<file path="src/verilog/irq_enable_map.svh">
// Register offsets, field positions and reset values of the interrupt block.
// Assumes a byte-addressed Avalon-MM slave with 32-bit data words.
`ifndef IRQ_ENABLE_MAP_SVH
`define IRQ_ENABLE_MAP_SVH

`define IRQ_ADDR_W          5
`define IRQ_OFS_CONTROL     5'h00
`define IRQ_OFS_PERIPH_EN1  5'h04
`define IRQ_OFS_PIN_EN_A    5'h08
`define IRQ_OFS_PIN_EN_B    5'h0c
`define IRQ_OFS_EVT_STATUS  5'h10
`define IRQ_OFS_EVT_MASK    5'h14

`define IRQ_BIT_GLOBAL_EN   7
`define IRQ_BIT_GROUP_EN    6
`define IRQ_BIT_TICK_EN     5
`define IRQ_BIT_EXT_EN      4
`define IRQ_BIT_PORT_EN     3
`define IRQ_BIT_TICK_FLAG   2
`define IRQ_BIT_EXT_FLAG    1
`define IRQ_BIT_PORT_FLAG   0

`define IRQ_PE1_WMASK       8'h7f

`define IRQ_EVT_TICK        0
`define IRQ_EVT_EXT         1
`define IRQ_EVT_PORT        2
`define IRQ_EVT_REQ         3
`define IRQ_EVT_W           4

`define IRQ_RST_CONTROL     8'h00
`define IRQ_RST_PERIPH_EN1  8'h00
`define IRQ_RST_PIN_EN      8'h00
`define IRQ_RST_EVT         4'h0

`endif

</file>
<file path="src/verilog/irq_enable_pkg.sv">
// Types shared by the interrupt enable and flag block.
// Assumes the constants of irq_enable_map.svh for widths and offsets.
package irq_enable_pkg;

    typedef logic [7:0] byte_t;

    typedef enum logic {
        BUS_WAIT   = 1'b0,
        BUS_ANSWER = 1'b1
    } bus_state_t;

endpackage : irq_enable_pkg

</file>
<file path="src/verilog/interrupt_enable_flag_logic.sv">
// Interrupt enable and flag logic with an Avalon-MM register slave.
// Assumes tick, wakeup and peripheral flag inputs come from logic on clock;
// port pins and the external interrupt pin are asynchronous and synchronised.
`include "irq_enable_map.svh"

module interrupt_enable_flag_logic (
    input  wire logic                   clock,
    input  wire logic                   rst_n,
    input  wire logic [`IRQ_ADDR_W-1:0] avs_address,
    input  wire logic                   avs_read,
    input  wire logic                   avs_write,
    input  wire logic [31:0]            avs_writedata,
    input  wire logic [3:0]             avs_byteenable,
    output logic      [31:0]            avs_readdata,
    output logic                        avs_waitrequest,
    input  wire logic                   tickRollover,
    input  wire logic                   externalIrqPin,
    input  wire logic                   extEdgeRising,
    input  wire logic [7:0]             portPinsA,
    input  wire logic [7:0]             portPinsB,
    input  wire logic                   lowPowerWakeup,
    input  wire logic [7:0]             periphFlags,
    output logic                        coreIrqReq,
    output logic                        irqOut
);

    // Address match of a word-aligned register
    function automatic logic regHit(
        input logic [`IRQ_ADDR_W-1:0] addr,
        input logic [`IRQ_ADDR_W-1:0] ofs
    );
        regHit = (addr[`IRQ_ADDR_W-1:2] == ofs[`IRQ_ADDR_W-1:2]);
    endfunction : regHit

    // Any enabled bit that differs from its previous sample
    function automatic logic pinsChanged(
        input logic [7:0] now,
        input logic [7:0] prev,
        input logic [7:0] enables
    );
        pinsChanged = |((now ^ prev) & enables);
    endfunction : pinsChanged

    irq_enable_pkg::bus_state_t busState_r;
    irq_enable_pkg::bus_state_t busState_nxt;

    irq_enable_pkg::byte_t      control_r;
    irq_enable_pkg::byte_t      control_nxt;
    irq_enable_pkg::byte_t      periphEn1_r;
    irq_enable_pkg::byte_t      periphEn1_nxt;
    irq_enable_pkg::byte_t      pinEnA_r;
    irq_enable_pkg::byte_t      pinEnA_nxt;
    irq_enable_pkg::byte_t      pinEnB_r;
    irq_enable_pkg::byte_t      pinEnB_nxt;

    logic [`IRQ_EVT_W-1:0]      evtStatus_r;
    logic [`IRQ_EVT_W-1:0]      evtStatus_nxt;
    logic [`IRQ_EVT_W-1:0]      evtMask_r;
    logic [`IRQ_EVT_W-1:0]      evtMask_nxt;
    logic [`IRQ_EVT_W-1:0]      evtSet;

    logic [31:0]                readData_r;
    logic [31:0]                readData_nxt;
    logic                       waitReq_r;
    logic                       coreIrqReq_r;
    logic                       coreIrqReq_nxt;
    logic                       irqOut_r;
    logic                       irqOut_nxt;

    logic                       extMeta_r;
    logic                       extSync_r;
    logic                       extPrev_r;
    logic [7:0]                 pinsAMeta_r;
    logic [7:0]                 pinsASync_r;
    logic [7:0]                 pinsAPrev_r;
    logic [7:0]                 pinsBMeta_r;
    logic [7:0]                 pinsBSync_r;
    logic [7:0]                 pinsBPrev_r;
    logic                       prevValid_r;
    logic [1:0]                 fill_r;

    wire                        request;
    wire                        accept;
    wire                        wrAccept;
    wire                        lane0;
    wire                        hitControl;
    wire                        hitPeriphEn1;
    wire                        hitPinEnA;
    wire                        hitPinEnB;
    wire                        hitStatus;
    wire                        hitMask;
    wire [7:0]                  wrByte;
    wire                        wrControl;
    wire                        wrPeriphEn1;
    wire                        wrPinEnA;
    wire                        wrPinEnB;
    wire                        wrStatus;
    wire                        wrMask;

    wire                        tickSet;
    wire                        extSet;
    wire                        portSet;
    wire                        extEdge;
    wire                        pinChange;
    wire                        extRise;
    wire                        extFall;
    wire                        pinChangeA;
    wire                        pinChangeB;

    wire                        globalEn;
    wire                        groupEn;
    wire                        tickPend;
    wire                        extPend;
    wire                        portPend;
    wire                        corePend;
    wire                        periphPend;
    wire [7:0]                  flagSet;
    wire [7:0]                  ctrlWrite;
    wire [`IRQ_EVT_W-1:0]       statusKept;

    // Bus decode
    assign request      = avs_read | avs_write;
    assign accept       = request & ~waitReq_r;
    assign wrAccept     = avs_write & accept & lane0;
    assign lane0        = avs_byteenable[0];
    assign wrByte       = avs_writedata[7:0];
    assign hitControl   = regHit(avs_address, `IRQ_OFS_CONTROL);
    assign hitPeriphEn1 = regHit(avs_address, `IRQ_OFS_PERIPH_EN1);
    assign hitPinEnA    = regHit(avs_address, `IRQ_OFS_PIN_EN_A);
    assign hitPinEnB    = regHit(avs_address, `IRQ_OFS_PIN_EN_B);
    assign hitStatus    = regHit(avs_address, `IRQ_OFS_EVT_STATUS);
    assign hitMask      = regHit(avs_address, `IRQ_OFS_EVT_MASK);

    // Accepted writes, one strobe per register
    assign wrControl    = wrAccept & hitControl;
    assign wrPeriphEn1  = wrAccept & hitPeriphEn1;
    assign wrPinEnA     = wrAccept & hitPinEnA;
    assign wrPinEnB     = wrAccept & hitPinEnB;
    assign wrStatus     = wrAccept & hitStatus;
    assign wrMask       = wrAccept & hitMask;

    // Source event detection
    assign tickSet    = tickRollover;
    assign extRise    = extSync_r & ~extPrev_r;
    assign extFall    = ~extSync_r & extPrev_r;
    assign extEdge    = extEdgeRising ? extRise : extFall;
    assign extSet     = extEdge & prevValid_r;
    assign pinChangeA = pinsChanged(pinsASync_r, pinsAPrev_r, pinEnA_r);
    assign pinChangeB = pinsChanged(pinsBSync_r, pinsBPrev_r, pinEnB_r);
    assign pinChange  = prevValid_r & (pinChangeA | pinChangeB);
    assign portSet    = pinChange | lowPowerWakeup;

    // Flags set whatever the control enables hold; pin changes need their pin enables
    assign flagSet = {5'h00, tickSet, extSet, portSet};

    // Control register write; a set arriving with a clear wins
    assign ctrlWrite = wrControl ? wrByte : control_r;

    always_comb begin
        control_nxt = ctrlWrite | flagSet;
    end

    // Enable registers
    assign periphEn1_nxt = wrPeriphEn1
                         ? (wrByte & `IRQ_PE1_WMASK)
                         : periphEn1_r;
    assign pinEnA_nxt    = wrPinEnA ? wrByte : pinEnA_r;
    assign pinEnB_nxt    = wrPinEnB ? wrByte : pinEnB_r;
    assign evtMask_nxt   = wrMask
                         ? wrByte[`IRQ_EVT_W-1:0]
                         : evtMask_r;

    // Request to the core
    assign globalEn   = control_r[`IRQ_BIT_GLOBAL_EN];
    assign groupEn    = control_r[`IRQ_BIT_GROUP_EN];
    assign tickPend   = control_r[`IRQ_BIT_TICK_EN]
                      & control_r[`IRQ_BIT_TICK_FLAG];
    assign extPend    = control_r[`IRQ_BIT_EXT_EN]
                      & control_r[`IRQ_BIT_EXT_FLAG];
    assign portPend   = control_r[`IRQ_BIT_PORT_EN]
                      & control_r[`IRQ_BIT_PORT_FLAG];
    assign corePend   = tickPend | extPend | portPend;
    // Bits 6..0: conversion, rx, tx, sync serial, capture, match, timer two
    assign periphPend = groupEn & |(periphEn1_r & periphFlags);

    assign coreIrqReq_nxt = globalEn & (corePend | periphPend);

    // Sticky event status, write one to clear, set wins
    assign evtSet[`IRQ_EVT_TICK] = tickSet;
    assign evtSet[`IRQ_EVT_EXT]  = extSet;
    assign evtSet[`IRQ_EVT_PORT] = portSet;
    assign evtSet[`IRQ_EVT_REQ]  = coreIrqReq_nxt & ~coreIrqReq_r;

    assign statusKept    = wrStatus ? (evtStatus_r & ~wrByte[`IRQ_EVT_W-1:0])
                                    : evtStatus_r;
    assign evtStatus_nxt = statusKept | evtSet;

    // Next values, so irqOut rises with its status bit
    assign irqOut_nxt = |(evtStatus_nxt & evtMask_nxt);

    // Read mux
    // Data follow the address every cycle; valid while waitrequest is low
    always_comb begin
        readData_nxt = 32'h0000_0000;
        if (hitControl) begin
            readData_nxt[7:0] = control_r;
        end else if (hitPeriphEn1) begin
            readData_nxt[7:0] = periphEn1_r;
        end else if (hitPinEnA) begin
            readData_nxt[7:0] = pinEnA_r;
        end else if (hitPinEnB) begin
            readData_nxt[7:0] = pinEnB_r;
        end else if (hitStatus) begin
            readData_nxt[`IRQ_EVT_W-1:0] = evtStatus_r;
        end else if (hitMask) begin
            readData_nxt[`IRQ_EVT_W-1:0] = evtMask_r;
        end
    end

    // Bus sequencing: one wait cycle, then answer
    always_comb begin
        busState_nxt = busState_r;
        unique case (busState_r)
            irq_enable_pkg::BUS_WAIT: begin
                if (request) begin
                    busState_nxt = irq_enable_pkg::BUS_ANSWER;
                end
            end
            irq_enable_pkg::BUS_ANSWER: begin
                busState_nxt = irq_enable_pkg::BUS_WAIT;
            end
        endcase
    end

    always_ff @(posedge clock or negedge rst_n) begin
        if (!rst_n) begin
            busState_r <= irq_enable_pkg::BUS_WAIT;
            waitReq_r  <= 1'b1;
            readData_r <= 32'h0000_0000;
        end else begin
            busState_r <= busState_nxt;
            waitReq_r  <= (busState_nxt != irq_enable_pkg::BUS_ANSWER);
            readData_r <= readData_nxt;
        end
    end

    always_ff @(posedge clock or negedge rst_n) begin
        if (!rst_n) begin
            control_r   <= `IRQ_RST_CONTROL;
            periphEn1_r <= `IRQ_RST_PERIPH_EN1;
            pinEnA_r    <= `IRQ_RST_PIN_EN;
            pinEnB_r    <= `IRQ_RST_PIN_EN;
        end else begin
            control_r   <= control_nxt;
            periphEn1_r <= periphEn1_nxt;
            pinEnA_r    <= pinEnA_nxt;
            pinEnB_r    <= pinEnB_nxt;
        end
    end

    always_ff @(posedge clock or negedge rst_n) begin
        if (!rst_n) begin
            evtStatus_r  <= `IRQ_RST_EVT;
            evtMask_r    <= `IRQ_RST_EVT;
            coreIrqReq_r <= 1'b0;
            irqOut_r     <= 1'b0;
        end else begin
            evtStatus_r  <= evtStatus_nxt;
            evtMask_r    <= evtMask_nxt;
            coreIrqReq_r <= coreIrqReq_nxt;
            irqOut_r     <= irqOut_nxt;
        end
    end

    // External pin synchroniser; only the second flop feeds logic
    always_ff @(posedge clock or negedge rst_n) begin
        if (!rst_n) begin
            extMeta_r <= 1'b0;
            extSync_r <= 1'b0;
        end else begin
            extMeta_r <= externalIrqPin;
            extSync_r <= extMeta_r;
        end
    end

    // Port pin synchronisers
    always_ff @(posedge clock or negedge rst_n) begin
        if (!rst_n) begin
            pinsAMeta_r <= 8'h00;
            pinsASync_r <= 8'h00;
            pinsBMeta_r <= 8'h00;
            pinsBSync_r <= 8'h00;
        end else begin
            pinsAMeta_r <= portPinsA;
            pinsASync_r <= pinsAMeta_r;
            pinsBMeta_r <= portPinsB;
            pinsBSync_r <= pinsBMeta_r;
        end
    end

    // Previous samples; blind until both compared samples come from the pins
    always_ff @(posedge clock or negedge rst_n) begin
        if (!rst_n) begin
            extPrev_r   <= 1'b0;
            pinsAPrev_r <= 8'h00;
            pinsBPrev_r <= 8'h00;
            prevValid_r <= 1'b0;
            fill_r      <= 2'b00;
        end else begin
            extPrev_r   <= extSync_r;
            pinsAPrev_r <= pinsASync_r;
            pinsBPrev_r <= pinsBSync_r;
            prevValid_r <= fill_r[1];
            fill_r      <= {fill_r[0], 1'b1};
        end
    end

    // The tick counter itself lives outside; its reload is software's job
    // before the overflow flag is cleared.

    assign avs_readdata    = readData_r;
    assign avs_waitrequest = waitReq_r;
    assign coreIrqReq      = coreIrqReq_r;
    assign irqOut          = irqOut_r;

endmodule : interrupt_enable_flag_logic

</file>
<file path="config.mk">
export PLATFORM = sky130hd
export DESIGN_NAME = interrupt_enable_flag_logic
export DESIGN_NICKNAME = d
export VERILOG_FILES = /design/src/verilog/irq_enable_pkg.sv /design/src/verilog/interrupt_enable_flag_logic.sv
export VERILOG_INCLUDE_DIRS = /design/src /design/src/verilog
export SDC_FILE = /design/constraint.sdc
export NUM_CORES = 1
export LEC_CHECK = 0
export ABC_AREA = 0
export ABC_CLOCK_PERIOD_IN_PS = 3840
export BUFFER_PORTS_ARGS = -buffer_cell sky130_fd_sc_hd__buf_4
export CORE_UTILIZATION = 56
export CTS_CLUSTER_SIZE = 12
export DETAILED_ROUTE_END_ITERATION = 16
export PLACE_DENSITY = 0.87
export SLEW_MARGIN = 20
export SYNTH_ARGS = -nofsm -noshare
export SYNTH_HDL_FRONTEND = slang
export SYNTH_SLANG_ARGS = --single-unit
</file>
<file path="constraint.sdc">
create_clock -name clock -period 3.84 [get_ports clock]
set_clock_uncertainty 0.2 [all_clocks]
set_input_delay 0.384 -clock clock [delete_from_list [all_inputs] [get_ports clock]]
set_output_delay 0.384 -clock clock [all_outputs]
set_load 0.02 [all_outputs]
</file>
==> summary.txt, run 1 <==
Outcome
  – Status: completed

STA
  – Final Worst Setup Slack: roughly 1.8 ns
  – Final hold violation count: 0
  – Final setup viols: 0
  – Worst Max-Slew Pin Slew: slightly above 0.6 ns
  – Tcrit/Tclk final: ~53%
  – Worst hold margin: 0.0649 ns
  – Sum Neg Setup Slack: 0 ns
  – Min Tclk post-route: between 2 and 2.5 ns
  – Top achievable clock speed: between 400 and 500 MHz
  – Max-slew violations: 0
  – Headroom to the max-slew limit: 59.0%
  – RSZ-0062 raised after global routing: false

Floorplan
  – Core ar.: a little under 0.007 mm2
  – Die X-Extent: 87.4 um
  – FP Rows: 30
  – Initial core utilization: approximately three fifths
  – Die area: 0.00764 mm2
  – Die Y: slightly below 90 um
  – IO Pins: between 100 and 150

Finish
  – Layout area overhead: 18.5%
  – Nets: between 400 and 500
  – Fin area: around 0.0048 mm2
  – Finished Core Util: roughly 70%
  – Multi-input logic area: roughly 0.0013 mm2
  – Share of cells above drive strength 1: between 30% and 40%
  – Number of filler cells placed in the layout: 507
  – Non-filler cells, final: 457
  – Seq. cell area: 0.00263 mm2
  – Diode count: 0

Global route
  – Gr usage total: 20.8%
  – Vias in the first global route: 2333
  – Initial antenna violation count: 0
  – GRT overflow: 0
  – Pin count of the biggest net entering global routing: 52
  – First-pass GRT wire length: about 11 mm

CTS
  – CTS root buffer: clkbuf_8
  – Reg clk slew, reported paths: approximately 0.09 ns
  – Bufs on Longest Clock Path: 2
  – Clk sink count: ~110
  – Hold_buf cts: 18
  – Setup bufs post-CTS: 0
  – CTS tree: yes
  – Clock buffer count from CTS: 9
  – CTS resizes: 0
  – Clock Latency Late Sink: roughly 0.36 ns
  – H-tree Lvls: 3

Synthesis
  – Seq/Total Area, Yosys: between 60% and 70%
  – Top cells by area, synth: dfrtp_1 (64%), mux2_2 (8.8%), buf_4 (4.8%)
  – Area of the mapped netlist: 0.00409 mm2
  – Count of synthesis-stage warnings from yosys: 0
  – Synth area leader: dfrtp_1
  – Synth async-reset ratio: 100%
  – Avg Inst Size Synth: around 15 um2
  – Main synth FF type: dfrtp_1
  – Number of flops mapped to enable cells by yosys: 0
  – Flops & latches, synth: between 100 and 150
  – Synth top cells by count: dfrtp_1 (104), mux2_2 (32), buf_4 (26), xor2_1 (16), a22oi_1 (12)
  – Syn Inst Count: 281
  – Share of the synthesized area in the top cell type: between 60% and 70%
  – Count leader, synth: dfrtp_1
  – Cell variety after synth: between 40 and 50

Worst hold path
  – Tightest Hold Check Type: in2reg
  – Hold path depth: 3
  – Hold worst-path end: control_r[2]$_DFF_PN0_
  – Worst Hold Launch: tickRollover

Route
  – Starting DRT DRC Count: 98
  – First-pass DRT Iterations: 4
  – Final ANT Viol Nets: 0
  – Drc violations: 0
  – Vias: approximately 2300
  – Post-Route WL: slightly above 7 mm
  – DR WL/cell: 15.5 um
  – Vias per cell: 5.12

Critical path
  – Crit. End Element: flip-flop
  – CP max-delay cell: dfstp_2
  – Crit Reg-Reg Endpoint: irqOut$_DFF_PN0_
  – Crit Path Max Fanout: 4
  – Critical path class: reg2reg
  – CP Cell Sequence: nand4b_2, nor2_2, mux2_2, a22oi_1, o221ai_2
  – Arr. time, crit path: around 2.1 ns
  – Crit path largest cell delay: about 0.38 ns
  – Worst EP required: around 3.9 ns
  – Crit start category: flip-flop
  – Reg2Reg Setup Slack: about 1.8 ns
  – RR Startpoint: avs_waitrequest$_DFF_PN1_
  – Reg2reg path depth: 5

Power and ir drop
  – Maximum vdd drop: about 360 uV
  – Cell leakage power: approximately 2.3 nW
  – PwrDens: just under 500 mW/mm2
  – Total Power: ~2.4 mW

Placed design
  – Routability cong.: around 0.84
  – Placed cell areas: between 0.004 and 0.005 mm2
  – I/O Buffers: between 50 and 60
  – Dpl hpwl: roughly 5 mm
  – Place WS: 1.62 ns
  – Inst Count DP: roughly 420

Flow run
  – Number of max-cap violations: 0
==> cell usage in the layout, fill, tap and decap left out, types with 2 or more instances in the layout <==
master	count
nor2_1	11
clkinv_2	2
o21ai_0	2
clkbuf_1	3
mux2i_1	11
nand3b_1	2
conb_1	25
dfrtp_1	104
nand2_1	4
a22oi_1	12
buf_4	55
mux2_2	32
dlygate4sd3_1	18
nand2b_1	2
nor2b_1	4
inv_1	8
clkbuf_8	10
a21oi_1	6
xor2_1	16
mux4_2	4
nand4_1	2
a211oi_1	3
==> worst max-delay path, delay by kind of cell (launching register included) <==
family,cells,cell delay [ns]
AOI/OAI and AO/OA,2,0.42
DFF,1,0.38
and+or+nand+nor,2,0.53
muxes,1,0.38
==> how the worst max path moves through the flow <==
stage	startpoint	to	slack, ns	depth (start not counted)
finish	avs_waitrequest$_DFF_PN1_	irqOut$_DFF_PN0_	1.79	5
global route	avs_waitrequest$_DFF_PN1_	irqOut$_DFF_PN0_	1.72	5
CTS	avs_waitrequest$_DFF_PN1_	irqOut$_DFF_PN0_	1.80	5
detailed placement	avs_address[2]	irqOut$_DFF_PN0_	1.62	6
global placement	avs_address[2]	irqOut$_DFF_PN0_	1.62	6
floorplan	avs_address[3]	irqOut$_DFF_PN0_	1.96	6
==> cells by family (layout without fill, tap and decap cells) <==
group,Yosys count,in the layout,share of synthesized area [%]
flops,105,105,64.3
other cells,2,25,0.184
simple gates,38,38,6.00
xor+xnor,16,16,3.43
mux,47,47,13.7
compound gates,33,33,6.00
buf+inv,40,97,6.37
==> where the power goes <==
part	switching (mW)	internal [mW]	total, mW
Sequential	0.0869	1.23	1.32
Clock	0.331	0.318	0.649
Combinational	0.186	0.201	0.387
Total	0.603	1.75	2.36
==> per-layer routing <==
metal,vias to the layer above,share of wire (%),global-route usage (%)
met5,-,0,0
met4,0,0.83,6.11
met3,6,5.6,5.97
met2,72,50,35.0
met1,1180,43,26.3
li1,1081,-,-
==> layout make-up <==
class | instances | share of cell area (%)
Clock inverter | 3 | 0.826
Inverter | 8 | 0.620
Tap cell | 96 | 2.48
Timing Repair Buffer | 73 | 12.2
Multi-Input combinational cell | 159 | 26.5
Sequential cell | 105 | 54.2
Clock buffer | 13 | 3.07
==> registers in the layout (all words and copies together) (netlist names), 2 cells and up <==
name / flops
avs_readdata: 8
control_r: 8
evtMask_r: 4
evtStatus_r: 4
fill_r: 2
periphEn1_r: 7
pinEnA_r: 8
pinEnB_r: 8
pinsAMeta_r: 8
pinsAPrev_r: 8
pinsASync_r: 8
pinsBMeta_r: 8
pinsBPrev_r: 8
pinsBSync_r: 8
Power figures use the tool's default switching activity.
==> run 2, diff against run 1 <==
Settings changed: ABC_CLOCK_PERIOD_IN_PS 3840 to 1800, CORE_UTILIZATION 56 to 47, PLACE_DENSITY 0.87 to 0.78.
Clock period 3.84 ns to 1.8 ns, I/O delays scaled along.
==> run 2 against run 1 <==
Effect of this change:
- the flow now finishes with violations (setup timing)
- via count grew 5.0%
- combinational power grew 140%
- non-clock buffer count grew 28
- sequential power grew 110%
- worst hold slack lost 0.048 ns
- total power grew 120%
- critical endpoint unchanged
- highest routed layer unchanged
- die area grew 19%
- cell area grew 7.1%
- core utilization shrank 7.6 points
- global-route usage shrank 2.5 points
- clock power grew 130%
==> summary.txt, run 2 (synthesis gave the netlist of run 1 again) <==
STA
  – Tcrit/Tclk final: 107% (+54 points)
  – Min Tclk post-route: 1.93 ns (-0.118 ns)
  – Max-slew violations: 0 (unchanged)
  – Final setup viols: 2 (+2)
  – Final Worst Setup Slack: -0.132 ns (-1.92 ns)
  – RSZ-0062 raised after global routing: true
  – Worst hold margin: 0.0170 ns (-0.0478 ns)
  – Top achievable clock speed: 518 MHz (+6.1%)
  – Final hold violation count: 0 (unchanged)

Flow run
  – Number of max-cap violations: 0 (unchanged)

CTS
  – Clock Latency Late Sink: 0.36 ns (about the same)
  – Bufs on Longest Clock Path: 2 (unchanged)
  – CTS root buffer: clkbuf_8
  – Reg clk slew, reported paths: 0.10 ns (about the same)
  – CTS tree: yes
  – Clock buffer count from CTS: 9 (unchanged)
  – H-tree Lvls: 3 (unchanged)
  – Clk sink count: 105 (unchanged)

Route
  – Vias per cell: 4.97 (-2.8%)
  – Starting DRT DRC Count: 156 (+59%)
  – First-pass DRT Iterations: 4 (unchanged)
  – Final ANT Viol Nets: 0 (unchanged)
  – Vias: 2457 (+5.0%)
  – DR WL/cell: 15.1 um (-2.7%)
  – Drc violations: 0 (unchanged)
  – Post-Route WL: 7.47 mm (+5.2%)

Finish
  – Diode count: 0 (unchanged)
  – Number of filler cells placed in the layout: 622 (+23%)
  – Finished Core Util: 62.6% (-7.6 points)
  – Commonest non-fill, non-tap cell in the layout: dfrtp_1
  – Multi-input logic area: 0.00130 mm2 (+1.1%)
  – Non-filler cells, final: 494 (+8.1%)
  – Seq. cell area: 0.00263 mm2 (unchanged)
  – Layout area overhead: 27.0%
  – Nets: 457 (+6.5%)
  – Most frequent cells in the layout: dfrtp_1 (104), buf_4 (65), mux2_2 (32), dlygate4sd3_1 (32), conb_1 (25)
  – Share of cells above drive strength 1: 33.9% (+2.1 points)

Placed design
  – I/O Buffers: 53 (unchanged)
  – Dpl hpwl: 5.35 mm (+6.9%)
  – Place WS: -0.142 ns (-1.76 ns)
  – Routability cong.: 0.856 (+1.8%)
  – Inst Count DP: 445 (+5.2%)

Floorplan
  – FP Rows: 33 (+10%)
  – Initial core utilization: 49.3% (-9.9 points)
  – Die area: 0.00907 mm2 (+19%)
  – IO Pins: 108 (unchanged)
  – Core ar.: 0.00830 mm2 (+20%)
  – Die X-Extent: 95.3 um (+8.9%)
  – Die Y: 95.3 um (+8.9%)

Critical path
  – Crit Reg-Reg Endpoint: irqOut$_DFF_PN0_
  – Worst EP required: 1.84 ns (-2.03 ns)
  – Reg2Reg Setup Slack: -0.13 ns (-1.92 ns)
  – Crit. End Element: flip-flop
  – Crit start category: flip-flop
  – Critical path class: reg2reg
  – End point of the critical path: irqOut$_DFF_PN0_
  – Reg2reg path depth: 5 (unchanged)
  – Crit path from: periphEn1_r[0]$_DFFE_PN0P_
  – Arr. time, crit path: 1.97 ns (-0.11 ns)
  – Crit Path Max Fanout: 2 (-2)
  – RR Startpoint: periphEn1_r[0]$_DFFE_PN0P_

Worst hold path
  – Tightest Hold Check Type: in2reg
  – Worst Hold Launch: avs_address[2]

Global route
  – Gr usage total: 18.3% (-2.5 points)
  – GRT met1 Usage: 24.3% (-1.9 points)
  – Met3 Use GR: 2.95% (-3.0 points)
  – GR peak layer: met2
  – First-pass GRT wire length: 12.2 mm (+7.7%)
  – GRT overflow: 0 (unchanged)
  – Vias in the first global route: 2551 (+9.3%)
  – Initial antenna violation count: 0 (unchanged)
  – GR Util met2: 28.9% (-6.1 points)
  – Pin count of the biggest net entering global routing: 44 (-15%)

Outcome
  – Failing checks: setup timing
  – Status: finished with violations

Power and ir drop
  – PwrDens: 1010 mW/mm2 (+110%)
  – Cell leakage power: 2.45 nW (+6.8%)
  – Maximum vdd drop: 616 uV (+72%)
[run 2: changes by cell type in the layout (fill, tap and decap cells not counted), moves of 2 or more]
cell and delta:
clkinv_2 -2, buf_4 +10, dlygate4sd3_1 +14, clkinvlp_4 +2, clkbuf_1 -3, buf_12 +4
[run 2: final cells by class]
type / instances / area share [%]
Tap cell: 105 / 2.53
Inverter: 8 / 0.578
Multi-Input combinational cell: 159 / 25.0
Clock buffer: 11 / 2.92
Timing Repair Buffer: 101 / 17.1
Clock inverter: 5 / 1.21
Sequential cell: 105 / 50.6
[run 2: stage by stage]
step / TNS [ns] / power (mW) / instance area, um2
after floorplan: 0 / 3.36 / 4190
after global placement: -0.0752 / 3.67 / 4650
after detailed placement: -0.205 / 3.71 / 4650
after CTS: -0.182 / 5.27 / 5190
after global routing: -0.414 / 5.46 / 5190
final: -0.185 / 5.22 / 5190
[run 2: repair_timing]
item / CTS / global route
pin swaps: 2 / 0
endpoints found under the hold margin: 164 / 0
buffers inserted: 1 / 0
gates resized for setup: 0 / 1
endpoints found under the setup margin: 2 / 5
hold buffers: 32 / 0
[run 2: metal layers]
| layer | wire, um | vias up |
|---|---|---|
| met5 | 0 | - |
| met1 | 3210 | 1220 |
| li1 | - | 1141 |
| met4 | 204 | 0 |
| met3 | 379 | 17 |
| met2 | 3670 | 79 |
[run 2: how the worst min path moves through the flow]
stage / endpoint / cells past startpoint / slack, ns
3_5_place_dp: pinsBMeta_r[7]$_DFF_PN0_ / 1 / -0.07
4_1_cts: avs_readdata[5]$_DFF_PN0_ / 3 / 0.002
5_1_grt: avs_readdata[5]$_DFF_PN0_ / 3 / 0.01
6_report: avs_readdata[1]$_DFF_PN0_ / 3 / 0.02
2_1_floorplan: avs_readdata[0]$_DFF_PN0_ / 0 / -0.32
3_3_place_gp: pinsBMeta_r[7]$_DFF_PN0_ / 1 / -0.07
[run 2: critical path, cell delays in order, from the launching register on]
cell      delay (ns)
dfrtp_1         0.39
a222oi_1        0.35
nand3_1         0.13
a221o_1         0.37
a32oi_2         0.26
o221ai_2        0.12
[run 2: report_power, final]
part / internal, mW / switching (mW)
Clock: 0.726 / 0.767
Sequential: 2.63 / 0.183
Combinational: 0.490 / 0.422
Total: 3.85 / 1.37
